===== src/verilog/cck_map.svh =====
// Constants of the configuration memory check block
`ifndef CCK_MAP_SVH
`define CCK_MAP_SVH

// ==========================================================
// Frame geometry
`define CCK_FRAMES      16
`define CCK_FRAME_AW    4
`define CCK_WORDS       8
`define CCK_WORD_AW     3
`define CCK_LAST_FRAME  4'hf
`define CCK_LAST_WORD   3'h7
`define CCK_RAM_AW      7
`define CCK_SKIP_MASK   16'h8000

// ==========================================================
// Check code
`define CCK_CRC_W       16
`define CCK_POLY        16'h8005
`define CCK_BIT_AW      8
`define CCK_LAST_BIT    8'h8f

// ==========================================================
// Test access instructions and fault injection register
`define CCK_IR_W        10
`define CCK_IR_FAULT    10'h015
`define CCK_IR_EMR      10'h017
`define CCK_FI_W        21
`define CCK_FI_TYPE_HI  20
`define CCK_FI_TYPE_LO  19
`define CCK_FI_BYTE_HI  11
`define CCK_FI_BYTE_LO  8
`define CCK_FI_VAL_HI   7
`define CCK_FI_RST      21'h000000

// ==========================================================
// Error message register
`define CCK_EMR_W       30
`define CCK_EMR_RST     30'h00000000

`endif


===== src/verilog/cck_pkg.sv =====
// Types and check code arithmetic of the configuration memory check block
`default_nettype none
`include "cck_map.svh"

package cck_pkg;

  // ==========================================================
  // Main sequencer states
  typedef enum logic [2:0] {
    ST_CFG      = 3'b000,
    ST_CFG_FAIL = 3'b001,
    ST_SEL      = 3'b010,
    ST_RD       = 3'b011,
    ST_DRAIN    = 3'b100,
    ST_SIG      = 3'b101
  } cck_state_t;

  // Error classes held in the error message register
  typedef enum logic [1:0] {
    ET_NONE   = 2'b00,
    ET_SINGLE = 2'b01,
    ET_DOUBLE = 2'b10,
    ET_OTHER  = 2'b11
  } cck_err_t;

  // ==========================================================
  // One 16-bit word through the code, MSB first
  function automatic logic [15:0] cck_crc_word(input logic [15:0] crc,
                                               input logic [15:0] data);
    logic [15:0] c;
    logic        fb;
    c = crc;
    for (int i = 15; i >= 0; i--) begin
      fb = c[15] ^ data[i];
      c  = {c[14:0], 1'b0};
      if (fb) begin
        c = c ^ `CCK_POLY;
      end
    end
    return c;
  endfunction

  // Multiply a remainder by x
  function automatic logic [15:0] cck_mulx(input logic [15:0] s);
    logic [15:0] c;
    c = {s[14:0], 1'b0};
    if (s[15]) begin
      c = c ^ `CCK_POLY;
    end
    return c;
  endfunction

endpackage
`default_nettype wire

===== src/verilog/cck_locator.sv =====
// Error locator: walks single and adjacent-pair syndromes of one frame
`timescale 1ns/10ps
`default_nettype none
`include "cck_map.svh"

module cck_locator
  import cck_pkg::*;
(
  // Clock and reset
  input  wire logic                   clk,
  input  wire logic                   rst_n,
  input  wire logic                   restart,
  // Request
  input  wire logic                   start,
  input  wire logic [`CCK_CRC_W-1:0]  syndrome,
  // Result
  output logic                        busy,
  output logic                        done,
  output cck_err_t                    err_type,
  output logic      [`CCK_BIT_AW-1:0] loc
);

  logic [`CCK_CRC_W-1:0]  syn_reg;
  logic [`CCK_CRC_W-1:0]  s_cur_reg;
  logic [`CCK_CRC_W-1:0]  s_prev_reg;
  logic [`CCK_BIT_AW-1:0] k_reg;

  // Position k counts back from the last bit; its syndrome is x^(k+16)
  always_ff @(posedge clk or negedge rst_n) begin
    if (!rst_n) begin
      busy       <= 1'b0;
      done       <= 1'b0;
      err_type   <= ET_NONE;
      loc        <= '0;
      syn_reg    <= '0;
      s_cur_reg  <= '0;
      s_prev_reg <= '0;
      k_reg      <= '0;
    end else if (restart) begin
      busy <= 1'b0;
      done <= 1'b0;
    end else begin
      done <= 1'b0;
      if (start && !busy) begin
        busy       <= 1'b1;
        syn_reg    <= syndrome;
        s_cur_reg  <= `CCK_POLY;
        s_prev_reg <= '0;
        k_reg      <= '0;
      end else if (busy) begin
        if (s_cur_reg == syn_reg) begin
          busy     <= 1'b0;
          done     <= 1'b1;
          err_type <= ET_SINGLE;
          loc      <= `CCK_LAST_BIT - k_reg;
        end else if (k_reg != '0 && (s_cur_reg ^ s_prev_reg) == syn_reg) begin
          busy     <= 1'b0;
          done     <= 1'b1;
          err_type <= ET_DOUBLE;
          loc      <= `CCK_LAST_BIT - k_reg;
        end else if (k_reg == `CCK_LAST_BIT) begin
          busy     <= 1'b0;
          done     <= 1'b1;
          err_type <= ET_OTHER;
          loc      <= '0;
        end else begin
          k_reg      <= k_reg + 8'h01;
          s_prev_reg <= s_cur_reg;
          s_cur_reg  <= cck_mulx(s_cur_reg);
        end
      end
    end
  end

endmodule
`default_nettype wire


===== config.mk =====
export PLATFORM = sky130hd
export DESIGN_NAME = cck_locator
export DESIGN_NICKNAME = d
export VERILOG_FILES = /design/src/verilog/cck_pkg.sv /design/src/verilog/cck_locator.sv
export VERILOG_INCLUDE_DIRS = /design/src /design/src/verilog
export SDC_FILE = /design/constraint.sdc
export NUM_CORES = 1
export LEC_CHECK = 0
export ABC_AREA = 1
export BUFFER_PORTS_ARGS = -buffer_cell sky130_fd_sc_hd__buf_2
export CAP_MARGIN = 0
export CORE_UTILIZATION = 50
export CTS_BUF_LIST = sky130_fd_sc_hd__clkbuf_16
export DETAILED_ROUTE_END_ITERATION = 12
export GPL_TIMING_DRIVEN = 1
export PLACE_DENSITY = 0.69
export SETUP_SLACK_MARGIN = 0.05
export SLEW_MARGIN = 10
export SYNTH_ARGS = -nofsm -noshare
export SYNTH_HDL_FRONTEND = slang
export SYNTH_SLANG_ARGS = --single-unit

===== constraint.sdc =====
create_clock -name clk -period 3.6 [get_ports clk]
set_input_delay 0.18 -clock clk [delete_from_list [all_inputs] [get_ports clk]]
set_output_delay 0.18 -clock clk [all_outputs]
set_load 0.01 [all_outputs]

# Word-level counts from Yosys, hierarchy flattened

Index checks and enable logic that the tools add are counted.

Register bits after elaboration: 68
Output and inout bits: 12

Add/sub/neg operators: 2
Equal/unequal tests: 6
Muxes and demuxes: 34
Bitwise operators: 4
Reduce and logical (&&, ||, !) cells: 9

Operators by type and width:

| operator              | number |
|---|---|
| $mux W16              | 11 |
| $mux W8               | 8 |
| $eq A16 B16 Y1        | 2 |
| $xor A16 B16 Y16      | 1 |
| $mux W1               | 12 |
| $add A8 B1 Y8 const B | 1 |
| $eq A8 B8 Y1 const B  | 1 |
| $reduce_bool A8 Y1    | 1 |
| $sub A8 B8 Y8 const A | 1 |
| $mux W2               | 3 |
| $ne A2 B2 Y1 const B  | 3 |
| $reduce_and A5 Y1     | 1 |
| $reduce_and A4 Y1     | 1 |
| $not A3 Y3            | 1 |
| $reduce_bool A3 Y1    | 1 |
| $logic_and A1 B1 Y1   | 2 |
| $not A1 Y1            | 2 |
| $reduce_and A2 Y1     | 1 |
| $reduce_bool A2 Y1    | 1 |
| $logic_not A1 Y1      | 1 |

# Longest topological paths before layout

Gate-level depths: netlist of run 1.

Depth in word-level cells: 8
Depth in mapped cells: 15

# Worst setup path after synthesis of run 1

Ideal clock, no wire load.

Kind: reg-to-reg
Start point: register k_reg[4]
End point: register k_reg[7]
Library setup time: 0.121 ns
Arrival: 1.716 ns
Data required time: 3.479 ns
Slack: 1.763 ns
Cell stages (with the launch flop): 14
Buffers on the path: 1
Period minus slack after synthesis: 1.837 ns
Path through: dfrtp_1 > inv_1 > ha_1 > nand3_1 > nor2_1 > nor2_1 > nand2_1 > nor2_2 > nand3_4 > nand3_4 > nand2_8 > buf_6 > nand2_2 > o21ai_2

Word-level cells in the longest chain between the ends: 6
Elaborated cells between the ends (all ways): 12
Classes of those cells: add/sub: 1; eq/ne: 3; mux: 5; reduce/logical: 3

RTL lines:

| what                   | line              | source |
|---|---|---|
| start, declared        | cck_locator.sv:26 | `` logic [`CCK_BIT_AW-1:0] k_reg; `` |
| start signal, assigned | cck_locator.sv:67 | `k_reg <= k_reg + 8'h01;` |
| $add A8 B1 Y8          | cck_locator.sv:67 |  |
| $mux W8                | cck_locator.sv:61 | `` end else if (k_reg == `CCK_LAST_BIT) begin `` |
| $mux W8                | cck_locator.sv:56 | `end else if (k_reg != '0 && (s_cur_reg ^ s_prev_reg) == syn_reg) begin` |
| $mux W8                | cck_locator.sv:51 | `if (s_cur_reg == syn_reg) begin` |
| $mux W8                | cck_locator.sv:50 | `end else if (busy) begin` |
| $mux W8                | cck_locator.sv:44 | `if (start && !busy) begin` |

Parallel ways exist; a longest one is shown, timed or not. The select of a mux whose other input is x is not followed.
A chain may end at the register's enable or synchronous reset.

# Worst setup path in the final report of run 1

Start point: register busy
End point: register syn_reg[10]

Word-level cells in the longest chain between the ends: 3

RTL lines:

| what                        | line              | source |
|---|---|---|
| start, declared             | cck_locator.sv:17 | `output logic busy,` |
| start signal, assigned      | cck_locator.sv:31 | `busy <= 1'b0;` |
| start signal, assigned      | cck_locator.sv:40 | `busy <= 1'b0;` |
| start signal, assigned      | cck_locator.sv:45 | `busy <= 1'b1;` |
| $logic_not A1 Y1            | cck_locator.sv:44 |  |
| $logic_and A1 B1 Y1         | cck_locator.sv:44 |  |
| $reduce_and A2 Y1 (no line) | n/a               |  |
| end signal, assigned        | cck_locator.sv:46 | `syn_reg <= syndrome;` |
| end, declared               | cck_locator.sv:23 | `` logic [`CCK_CRC_W-1:0] syn_reg; `` |

No other way between the ends.

==> results of run 1 <==
==> critical path: cells and delay by family (launching register included) <==
kind / cells / cell delay (ps)
buf+inv: 4 / 1000
flops: 1 / 550
mux: 1 / 350
simple gates: 2 / 540
==> report_power, final <==
| part | internal, W | switching, W |
|---|---|---|
| logic | 0.000191 | 0.000299 |
| registers | 0.000708 | 0.000108 |
| clock network | 0.000325 | 0.000211 |
| total | 0.00122 | 0.000619 |
==> metal layers <==
layer	share of wire, %	routed length, um	global-route usage (%)	vias to the layer above
met1	50	3430	33.2	1273
met4	0.90	62	5.44	0
met2	46	3150	33.8	45
met5	0	0	0	-
li1	-	-	-	1377
met3	3.2	218	2.97	7
==> cells in the mapped netlist, drive strengths merged <==
master and count:
dfrtp 55, xor2 6, xnor2 8, o22ai 2, nand3 54, inv 46
buf 11, nor3 6, a21oi 22, mux2 6, nor2 31, clkinv 1
o21ai 11, nand2 129, clkbuf 6, nand3b 2, ha 4, nand4 14
==> stage by stage <==
stage / cells / setup slack, ps / power [W] / utilization [%] / cell area (um2)
floorplan: 414 / 1760 / 0.00119 / - / 3210
global placement: 507 / 1150 / 0.00130 / 55.9 / 3390
detailed placement: 507 / 1070 / 0.00131 / 55.9 / 3390
CTS: 515 / 1060 / 0.00186 / 58.6 / 3550
global route: 515 / 826 / 0.00197 / 58.6 / 3550
finish: 515 / 1050 / 0.00184 / 58.6 / 3550
==> cell families (layout without fill, tap and decap cells) <==
logic type | after synthesis | count (layout) | synth area share, %
multiplexers | 6 | 6 | 2.11
XOR/XNOR | 14 | 14 | 3.82
AND/OR/NAND/NOR | 236 | 236 | 34.4
AO/OA/AOI/OAI | 35 | 35 | 6.59
flip-flops | 55 | 55 | 42.9
adder cells (fa/ha/maj) | 4 | 4 | 1.56
buffers and inverters | 64 | 90 | 8.62
==> layout make-up <==
| type | instances | area share [%] |
|---|---|---|
| well taps | 75 | 2.64 |
| flip-flops and latches | 55 | 38.7 |
| clock buffers | 5 | 3.52 |
| clock inverters | 3 | 1.09 |
| repair buffers | 35 | 5.21 |
| inverters | 47 | 4.97 |
| multi-input cells | 295 | 43.8 |
==> how the worst min path moves through the flow <==
stage                                           to   from
final                     s_cur_reg[4]$_DFFE_PN0P_  rst_n
after global routing        syn_reg[2]$_DFFE_PN0P_  rst_n
after CTS                   syn_reg[2]$_DFFE_PN0P_  rst_n
after detailed placement    syn_reg[2]$_DFFE_PN0P_  rst_n
after global placement      syn_reg[3]$_DFFE_PN0P_  rst_n
after floorplan                     busy$_DFF_PN0_  rst_n
==> placed cells by master, fill, tap and decap left out, drive strengths merged <==
master / count
o22ai: 2
inv: 46
xnor2: 8
xor2: 6
nor2: 31
nand3: 54
clkbuf: 5
mux2: 6
bufinv: 1
a21oi: 22
nand4: 14
nor3: 6
o21ai: 11
nand3b: 2
nand2: 129
dfrtp: 55
clkinv: 3
ha: 4
buf: 35
==> results_dict.tcl, run 1 <==
set metrics [dict create \
    fp.dieH_um 82.1 \
    nFillCells 589 \
    synth.area.top_cells "dfrtp_1, nand2_1, nand3_1" \
    rr_startpoint "busy$_DFF_PN0_" \
    antennaDiodeCount 0 \
    critPathKind "reg -> reg" \
    rsz0062_at_grt "no" \
    dr.first_iter.drc_count 181 \
    dp_hpwl_um 4880 \
    drc 0 \
    cts_buffer_depth 2 \
    post-cts-setup-buffers 0 \
    final_nets 463 \
    synth_top_area_share_pct 42.9 \
    post-route-period-util_pct 70.9 \
    wire_per_inst_um 13.3 \
    finalWirelength_um 6860 \
    r2r_slack_ps 1050 \
    start_util_pct 53.0 \
    critPathMaxFanout 19 \
    ant_nets 0 \
    cp-start-kind "flop" \
    skew_ps 8.93 \
    grt_use_total_pct 22.2 \
    gp_congestion 0.846 \
    ys_ff_latch 55 \
    syn_area_per_cell_um2 7.75 \
    maxCapViolations 0 \
    clk_latency_ps 290 \
    antenna_found_initial 0 \
    slew_headroom_pct 53.4 \
    rows 28 \
    postCtsHoldBufs 0 \
    critPathArrivalTime_ps 2730 \
    crit_top_cell "buf_4" \
    crit_start "busy$_DFF_PN0_" \
    ir_worst_vdd_v 0.000279 \
    portBuffers 31 \
    worstSetupEndpoint "syn_reg[10]$_DFFE_PN0P_" \
    status "completed" \
    gr-total-overflow 0 \
    slowest_delay_ps 550 \
    regArea_mm2 0.00138 \
    syn_area_mm2 0.00321 \
    endpoint_kind "flop" \
    syn_nets 438 \
    whs_ps 13.5 \
    cts_tree "done" \
    finalHoldViolCount 0 \
    fin_setup_tns_ps 0 \
    synth_top_area_cell "dfrtp_1" \
    area_delta_synth_final_pct 10.7 \
    layout_min_cycle_time_ps 2550 \
    ys_seq_area_share_pct 42.9 \
    fmax_mhz 392 \
    cp_data_required_time_ps 3780 \
    drive_above_1_share_pct 18.0 \
    grt_pass1_vias 2508 \
    io_pins 32 \
    synthCells 414 \
    die_area_mm2 0.00674 \
    ff2ff_path_depth 7 \
    hold_class "in -> async" \
    multiInputGateArea_mm2 0.00156 \
    grt_max_degree 56 \
    vias 2702 \
    slew_viol_final 0 \
    cts_sinks 55 \
    cpMaxStageDelayCell "dfrtp_1" \
    cts_resized 0 \
    tightestPinTransition_ps 699 \
    grt_first_pass_wirelength_um 11400 \
    r2r-end "syn_reg[10]$_DFFE_PN0P_" \
    yosysUniqueCellTypes 28 \
    p_per_area_mw_per_mm2 519 \
    crit_path_cell_trace "inv_1 > nand2_1 > buf_4 > clkinv_1 > nand2_2 > buf_4 > mux2_2" \
    p_leak_nw 1.86 \
    core_area_mm2 0.00606 \
    avgViaCountPerCell 5.25 \
    ys_warn_count 0 \
    die_w_um 82.1 \
    cts_htree_levels 2 \
    cts_made_buffers 5 \
    root_buffer "clkbuf_16" \
    cts.clk_slew.worst_paths_ps 70 \
    drt-pass1-iter-count 5 \
    setup_viol 0 \
]
Power figures use the tool's default switching activity.
==> inputs of run 2 (changes only) <==
--- a/config.mk
+++ b/config.mk
@@ -6,14 +6,14 @@
 export SDC_FILE = /design/constraint.sdc
 export NUM_CORES = 1
 export LEC_CHECK = 0
-export ABC_AREA = 1
+export ABC_AREA = 0
 export BUFFER_PORTS_ARGS = -buffer_cell sky130_fd_sc_hd__buf_2
 export CAP_MARGIN = 0
 export CORE_UTILIZATION = 50
 export CTS_BUF_LIST = sky130_fd_sc_hd__clkbuf_16
 export DETAILED_ROUTE_END_ITERATION = 12
 export GPL_TIMING_DRIVEN = 1
-export PLACE_DENSITY = 0.69
+export PLACE_DENSITY = 0.7
 export SETUP_SLACK_MARGIN = 0.05
 export SLEW_MARGIN = 10
 export SYNTH_ARGS = -nofsm -noshare
==> constraint.sdc (replaced) <==
create_clock -name clk -period 2.4 [get_ports clk]
set_input_delay 0.12 -clock clk [delete_from_list [all_inputs] [get_ports clk]]
set_output_delay 0.12 -clock clk [all_outputs]
set_load 0.01 [all_outputs]
==> results_dict.tcl, run 2 <==
set metrics [dict create \
    crit_buf_inv 1 \
    core_area_mm2 0.00561 \
    cp_top_family "simple AND/OR/NAND/NOR gates" \
    p_seq_share_pct 45.7 \
    fin_setup_tns_ps 0 \
    synth_top_area_share_pct 46.4 \
    place_ws_ps 56.3 \
    die_area_mm2 0.00625 \
    critPathArrivalTime_ps 2560 \
    slew_viol_final 0 \
    syn_area_mm2 0.00297 \
    grt_pass1_vias 2459 \
    nFillCells 467 \
    timing.final.ws_setup_ps 12.2 \
    rows 27 \
    ys_warn_count 0 \
    synthCells 298 \
    vias 2516 \
    ys_seq_area_share_pct 46.4 \
    p_per_area_mw_per_mm2 672 \
    cp-start-kind "flop" \
    critPathMaxFanout 6 \
    cts_buffer_depth 2 \
    fmax_mhz 419 \
    wire_per_inst_um 17.1 \
    pwr-share-comb_pct 21.2 \
    area_delta_synth_final_pct 24.9 \
    ff2ff_path_depth 7 \
    critPathKind "reg -> reg" \
    hold_class "in -> reg" \
    rsz0062_at_grt "yes" \
    final_common_cell "dfrtp_1" \
    dp_hpwl_um 4850 \
    synth.area.top_cells "dfrtp_1, xor2_1, mux2_2" \
    cts.clk_slew.worst_paths_ps 70 \
    die_w_um 79.0 \
    avgViaCountPerCell 5.92 \
    ys_ff_latch 55 \
    total_power_w 0.00249 \
    antennaDiodeCount 0 \
    p_leak_nw 1.66 \
    final_cell_mix "dfrtp_1, buf_2, nand2_1, buf_4, xor2_1" \
    final_nets 376 \
    setup_viol 0 \
    hold_start "syndrome[13]" \
    design_area_mm2 0.00371 \
    endpoint_kind "flop" \
    cpMaxStageDelayCell "dfrtp_1" \
    gp_congestion 0.815 \
    synth.most_common_cell "dfrtp_1" \
    r2r-end "s_cur_reg[4]$_DFFE_PN0P_" \
    gr-total-overflow 0 \
    tightestPinTransition_ps 865 \
    clock_power_share_pct 33.1 \
    grt_max_degree 38 \
    p_sw_share_pct 28.3 \
    crit_path_cell_trace "xor2_2 > or3_1 > a222oi_1 > and4_2 > nor3_4 > clkbuf_16 > a221o_1" \
    p_int_w 0.00179 \
    portBuffers 31 \
    multiInputGateArea_mm2 0.00154 \
    r2r_slack_ps 10 \
    rr_startpoint "s_cur_reg[0]$_DFFE_PN0P_" \
    cts_made_buffers 5 \
    cts_sinks 55 \
    syn_area_per_cell_um2 9.96 \
    syn_nets 322 \
    root_buffer "clkbuf_16" \
    dr.first_iter.drc_count 204 \
    slew_headroom_pct 42.4 \
    yosys_most_used_dff "dfrtp_1" \
    layout_min_cycle_time_ps 2390 \
    hold_depth 2 \
    post-route-period-util_pct 99.5 \
    finalHoldViolCount 0 \
    io_pins 32 \
    drc 0 \
    cts_htree_levels 2 \
    regArea_mm2 0.00138 \
    yosysUniqueCellTypes 49 \
    hold_end "syn_reg[13]$_DFFE_PN0P_" \
    synthArstFlopShare_pct 100 \
    start_util_pct 52.9 \
    drive_above_1_share_pct 29.7 \
    drt-pass1-iter-count 4 \
    grt_first_pass_wirelength_um 12000 \
    postPlaceCellArea_mm2 0.00335 \
    ir_worst_vdd_v 0.000439 \
    finalWirelength_um 7270 \
    cts_tree "done" \
    fp.dieH_um 79.0 \
    antenna_found_initial 0 \
    synth_top_area_cell "dfrtp_1" \
    cp_data_required_time_ps 2570 \
    slowest_delay_ps 420 \
    clk_latency_ps 290 \
    yosys-top-cells-count "dfrtp_1, nand2_1, xor2_1" \
    status "completed" \
    skew_ps 5.52 \
    fin_util_pct 66.1 \
    ant_nets 0 \
    grt_use_total_pct 24.9 \
    switching_power_w 0.000705 \
    maxCapViolations 0 \
    synth_edf_count 0 \
]
[run 2: cell types whose count changed after synthesis, sizes merged, moves of 11 or more]
cell / previous run / this run
nand4: 14 / 3
nor2: 31 / 10
a221o: 0 / 17
xor2: 6 / 26
inv: 46 / 16
nand2: 129 / 29
nand3: 54 / 10
[run 2: logic make-up (layout without fill, tap and decap cells)]
| group | Yosys count | count (layout) | share of synthesized area (%) |
|---|---|---|---|
| adders and majority gates | 4 | 4 | 1.69 |
| DFF | 55 | 55 | 46.4 |
| buffers and inverters | 35 | 90 | 4.68 |
| and+or+nand+nor | 88 | 88 | 15.2 |
| muxes | 16 | 16 | 6.07 |
| AOI/OAI and AO/OA | 72 | 72 | 17.7 |
| xor gates and xnor gates | 28 | 28 | 8.26 |
[run 2: per-stage QoR]
stage	hold slack (ps)	std cells
finish	55.6	425
global route	50.2	425
CTS	52.9	418
detailed placement	284	408
global placement	279	408
floorplan	-176	298
[run 2: power by group through the flow]
stage / combinational [W] / sequential (W) / clock [W]
after floorplan: 0.000320 / 0.00113 / 0
after global placement: 0.000473 / 0.00114 / 0
after detailed placement: 0.000484 / 0.00115 / 0
after CTS: 0.000490 / 0.00113 / 0.000837
after global routing: 0.000579 / 0.00116 / 0.000876
final: 0.000528 / 0.00114 / 0.000824
[run 2: area by class of cell]
cell class | count | area share [%]
Sequential cell | 55 | 37.1
Clock buffer | 5 | 3.38
Tap cell | 72 | 2.43
Multi-Input combinational cell | 208 | 41.5
Clock inverter | 3 | 1.15
Inverter | 16 | 1.62
Timing Repair Buffer | 66 | 12.8
[run 2: metal layers]
metal / share of wire (%) / global-route usage (%) / vias to the layer above
li1: - / - / 1191
met1: 43 / 33.5 / 1248
met2: 51 / 41.7 / 70
met3: 4.8 / 3.91 / 7
met4: 1.1 / 6.55 / 0
met5: 0 / 0 / -
[run 2: worst max path at each step]
stage	to	cells past startpoint	slack, ps	from
3_3_place_gp	s_cur_reg[9]$_DFFE_PN0P_	7	120	s_cur_reg[0]$_DFFE_PN0P_
5_1_grt	s_cur_reg[4]$_DFFE_PN0P_	7	-90	s_cur_reg[0]$_DFFE_PN0P_
4_1_cts	s_cur_reg[9]$_DFFE_PN0P_	7	60	s_cur_reg[9]$_DFFE_PN0P_
6_report	s_cur_reg[4]$_DFFE_PN0P_	7	10	s_cur_reg[0]$_DFFE_PN0P_
2_1_floorplan	k_reg[1]$_DFFE_PN0P_	8	140	s_cur_reg[9]$_DFFE_PN0P_
3_5_place_dp	s_cur_reg[9]$_DFFE_PN0P_	7	60	s_cur_reg[0]$_DFFE_PN0P_
[run 2: what timing repair did]
item	CTS	global route
resized for setup	3	14
pin swaps	2	5
setup endpoints to repair	6	39
gates cloned	0	1
endpoints found under the hold margin	35	0
setup buffers	1	6
hold buffers	1	0
==> inputs of run 3 (changes only) <==
--- a/config.mk
+++ b/config.mk
@@ -6,16 +6,17 @@
 export SDC_FILE = /design/constraint.sdc
 export NUM_CORES = 1
 export LEC_CHECK = 0
-export ABC_AREA = 0
+export ABC_AREA = 1
 export BUFFER_PORTS_ARGS = -buffer_cell sky130_fd_sc_hd__buf_2
 export CAP_MARGIN = 0
 export CORE_UTILIZATION = 50
 export CTS_BUF_LIST = sky130_fd_sc_hd__clkbuf_16
 export DETAILED_ROUTE_END_ITERATION = 12
 export GPL_TIMING_DRIVEN = 1
-export PLACE_DENSITY = 0.7
+export PLACE_DENSITY = 0.69
 export SETUP_SLACK_MARGIN = 0.05
 export SLEW_MARGIN = 10
 export SYNTH_ARGS = -nofsm -noshare
 export SYNTH_HDL_FRONTEND = slang
 export SYNTH_SLANG_ARGS = --single-unit
+export TNS_END_PERCENT = 100
==> results_dict.tcl, run 3 (synthesis gave the netlist of run 1 again) <==
set metrics [dict create \
    portBuffers 31 \
    die_area_mm2 0.00674 \
    grt_pass1_vias 2469 \
    nFillCells 572 \
    critPathMaxFanout 18 \
    gp_congestion 0.838 \
    cts.clk_slew.worst_paths_ps 70 \
    drive_above_1_share_pct 19.8 \
    wl_met3_um 239 \
    slew_headroom_pct 63.1 \
    final_cell_mix "nand2_1, dfrtp_1, inv_1, nand3_1, buf_2" \
    gr-total-overflow 0 \
    grt_first_pass_wirelength_um 11400 \
    drt-pass1-iter-count 4 \
    cts_sinks 55 \
    cts_buffer_depth 2 \
    timing.final.ws_setup_ps 266 \
    placed_cells_incl_taps 514 \
    status "completed" \
    ir_worst_vdd_v 0.000354 \
    grt_use_total_pct 22.2 \
    skew_ps 6.35 \
    vias 2747 \
    dr.first_iter.drc_count 183 \
    cts_htree_levels 2 \
    die_w_um 82.1 \
    cp-start-kind "flop" \
    multiInputGateArea_mm2 0.00157 \
    place_ws_ps 237 \
    clk_latency_ps 290 \
    tightestPinTransition_ps 551 \
    critPathArrivalTime_ps 2310 \
    drc 0 \
    fin_setup_tns_ps 0 \
    total_power_w 0.00270 \
    p_leak_nw 1.89 \
    cts_made_buffers 5 \
    start_util_pct 53.0 \
    wire_per_inst_um 13.1 \
    fin_util_pct 59.7 \
    maxCapViolations 0 \
    finalWirelength_um 6880 \
    antennaDiodeCount 0 \
    ant_nets 0 \
    rsz0062_at_grt "no" \
    hold_class "in -> reg" \
    avgViaCountPerCell 5.24 \
    endpoint_kind "flop" \
    post-cts-setup-buffers 0 \
    setup_viol 0 \
    fp.dieH_um 82.1 \
    p_per_area_mw_per_mm2 746 \
    slew_viol_final 0 \
    regArea_mm2 0.00138 \
    core_area_mm2 0.00606 \
    top_layer "met4" \
    finalHoldViolCount 0 \
    io_pins 32 \
    dp_hpwl_um 4880 \
    antenna_found_initial 0 \
    final_nets 472 \
    cp_data_required_time_ps 2580 \
    wl_met1_um 3310 \
    critPathKind "reg -> reg" \
    post-route-period-util_pct 88.9 \
    fmax_mhz 469 \
    wl_met2_um 3240 \
    layout_min_cycle_time_ps 2130 \
    final_cells 524 \
    root_buffer "clkbuf_16" \
    area_delta_synth_final_pct 12.7 \
    cts_tree "done" \
    grt_max_degree 38 \
    rows 28 \
    final_common_cell "nand2_1" \
]
==> run 3: cell count changes in the layout (fill, tap and decap cells not counted), sizes merged, moves of 11 or more <==
cell / change
a221o: -17
nand4: +11
buf: -22
nand2: +101
nand3: +44
nor2: +21
xor2: -20
inv: +29
==> run 3: metrics by stage <==
step | hold slack, ps | area [um2]
2_1_floorplan | -176 | 3210
3_3_place_gp | -13.4 | 3440
3_5_place_dp | -12.8 | 3440
4_1_cts | 48.9 | 3600
5_1_grt | 56.4 | 3620
6_report | 53.8 | 3620
==> run 3: layer usage <==
metal / vias up / GRT usage, %
li1: 1404 / -
met1: 1272 / 30.9
met2: 57 / 35.8
met3: 14 / 3.19
met4: 0 / 6.84
met5: - / 0
==> run 3: where the power goes <==
group | internal [W] | total [W] | switching, W
Combinational | 0.000295 | 0.000747 | 0.000452
Clock | 0.000391 | 0.000730 | 0.000339
Sequential | 0.00106 | 0.00122 | 0.000159
Total | 0.00175 | 0.00270 | 0.000950
==> run 3: critical path, stage by stage (launching register included) <==
cell and delay, ps:
dfrtp_1 450, inv_1 110, ha_1 220, nand3_1 90
nor2_1 50, nor2_1 110, nand2_1 70, nor2_2 150
nand3_4 170, nand3_4 170, nand2_4 220, nand2_2 130
o21ai_2 50
==> run 3: timing repair <==
action	4_1_cts	5_1_grt
endpoints found under the hold margin	8	0
hold buffers	1	0
endpoints found under the setup margin	0	11
resized for setup	0	1
==> run 3: final cells by class <==
type,count,share of cell area (%)
repair buffers,43,6.85
inverters,47,4.88
multi-input cells,296,43.5
well taps,75,2.59
flip-flops and latches,55,38.0
clock buffers,5,3.46
clock inverters,3,0.692
==> run 3: final timing paths <==
path                                          from                        end  slack, ps  cells after the start
max                           k_reg[4]$_DFFE_PN0P_  s_cur_reg[15]$_DFFE_PN0P_        270                     12
min                                   syndrome[12]    syn_reg[12]$_DFFE_PN0P_         50                      2
max reg2reg                   k_reg[4]$_DFFE_PN0P_  s_cur_reg[15]$_DFFE_PN0P_        270                     12
min reg2reg                err_type[1]$_DFFE_PN0P_    err_type[1]$_DFFE_PN0P_        480                      2
max in group asynchronous                    rst_n    syn_reg[15]$_DFFE_PN0P_       1560                      3
min in group asynchronous                    rst_n     syn_reg[1]$_DFFE_PN0P_        210                      2
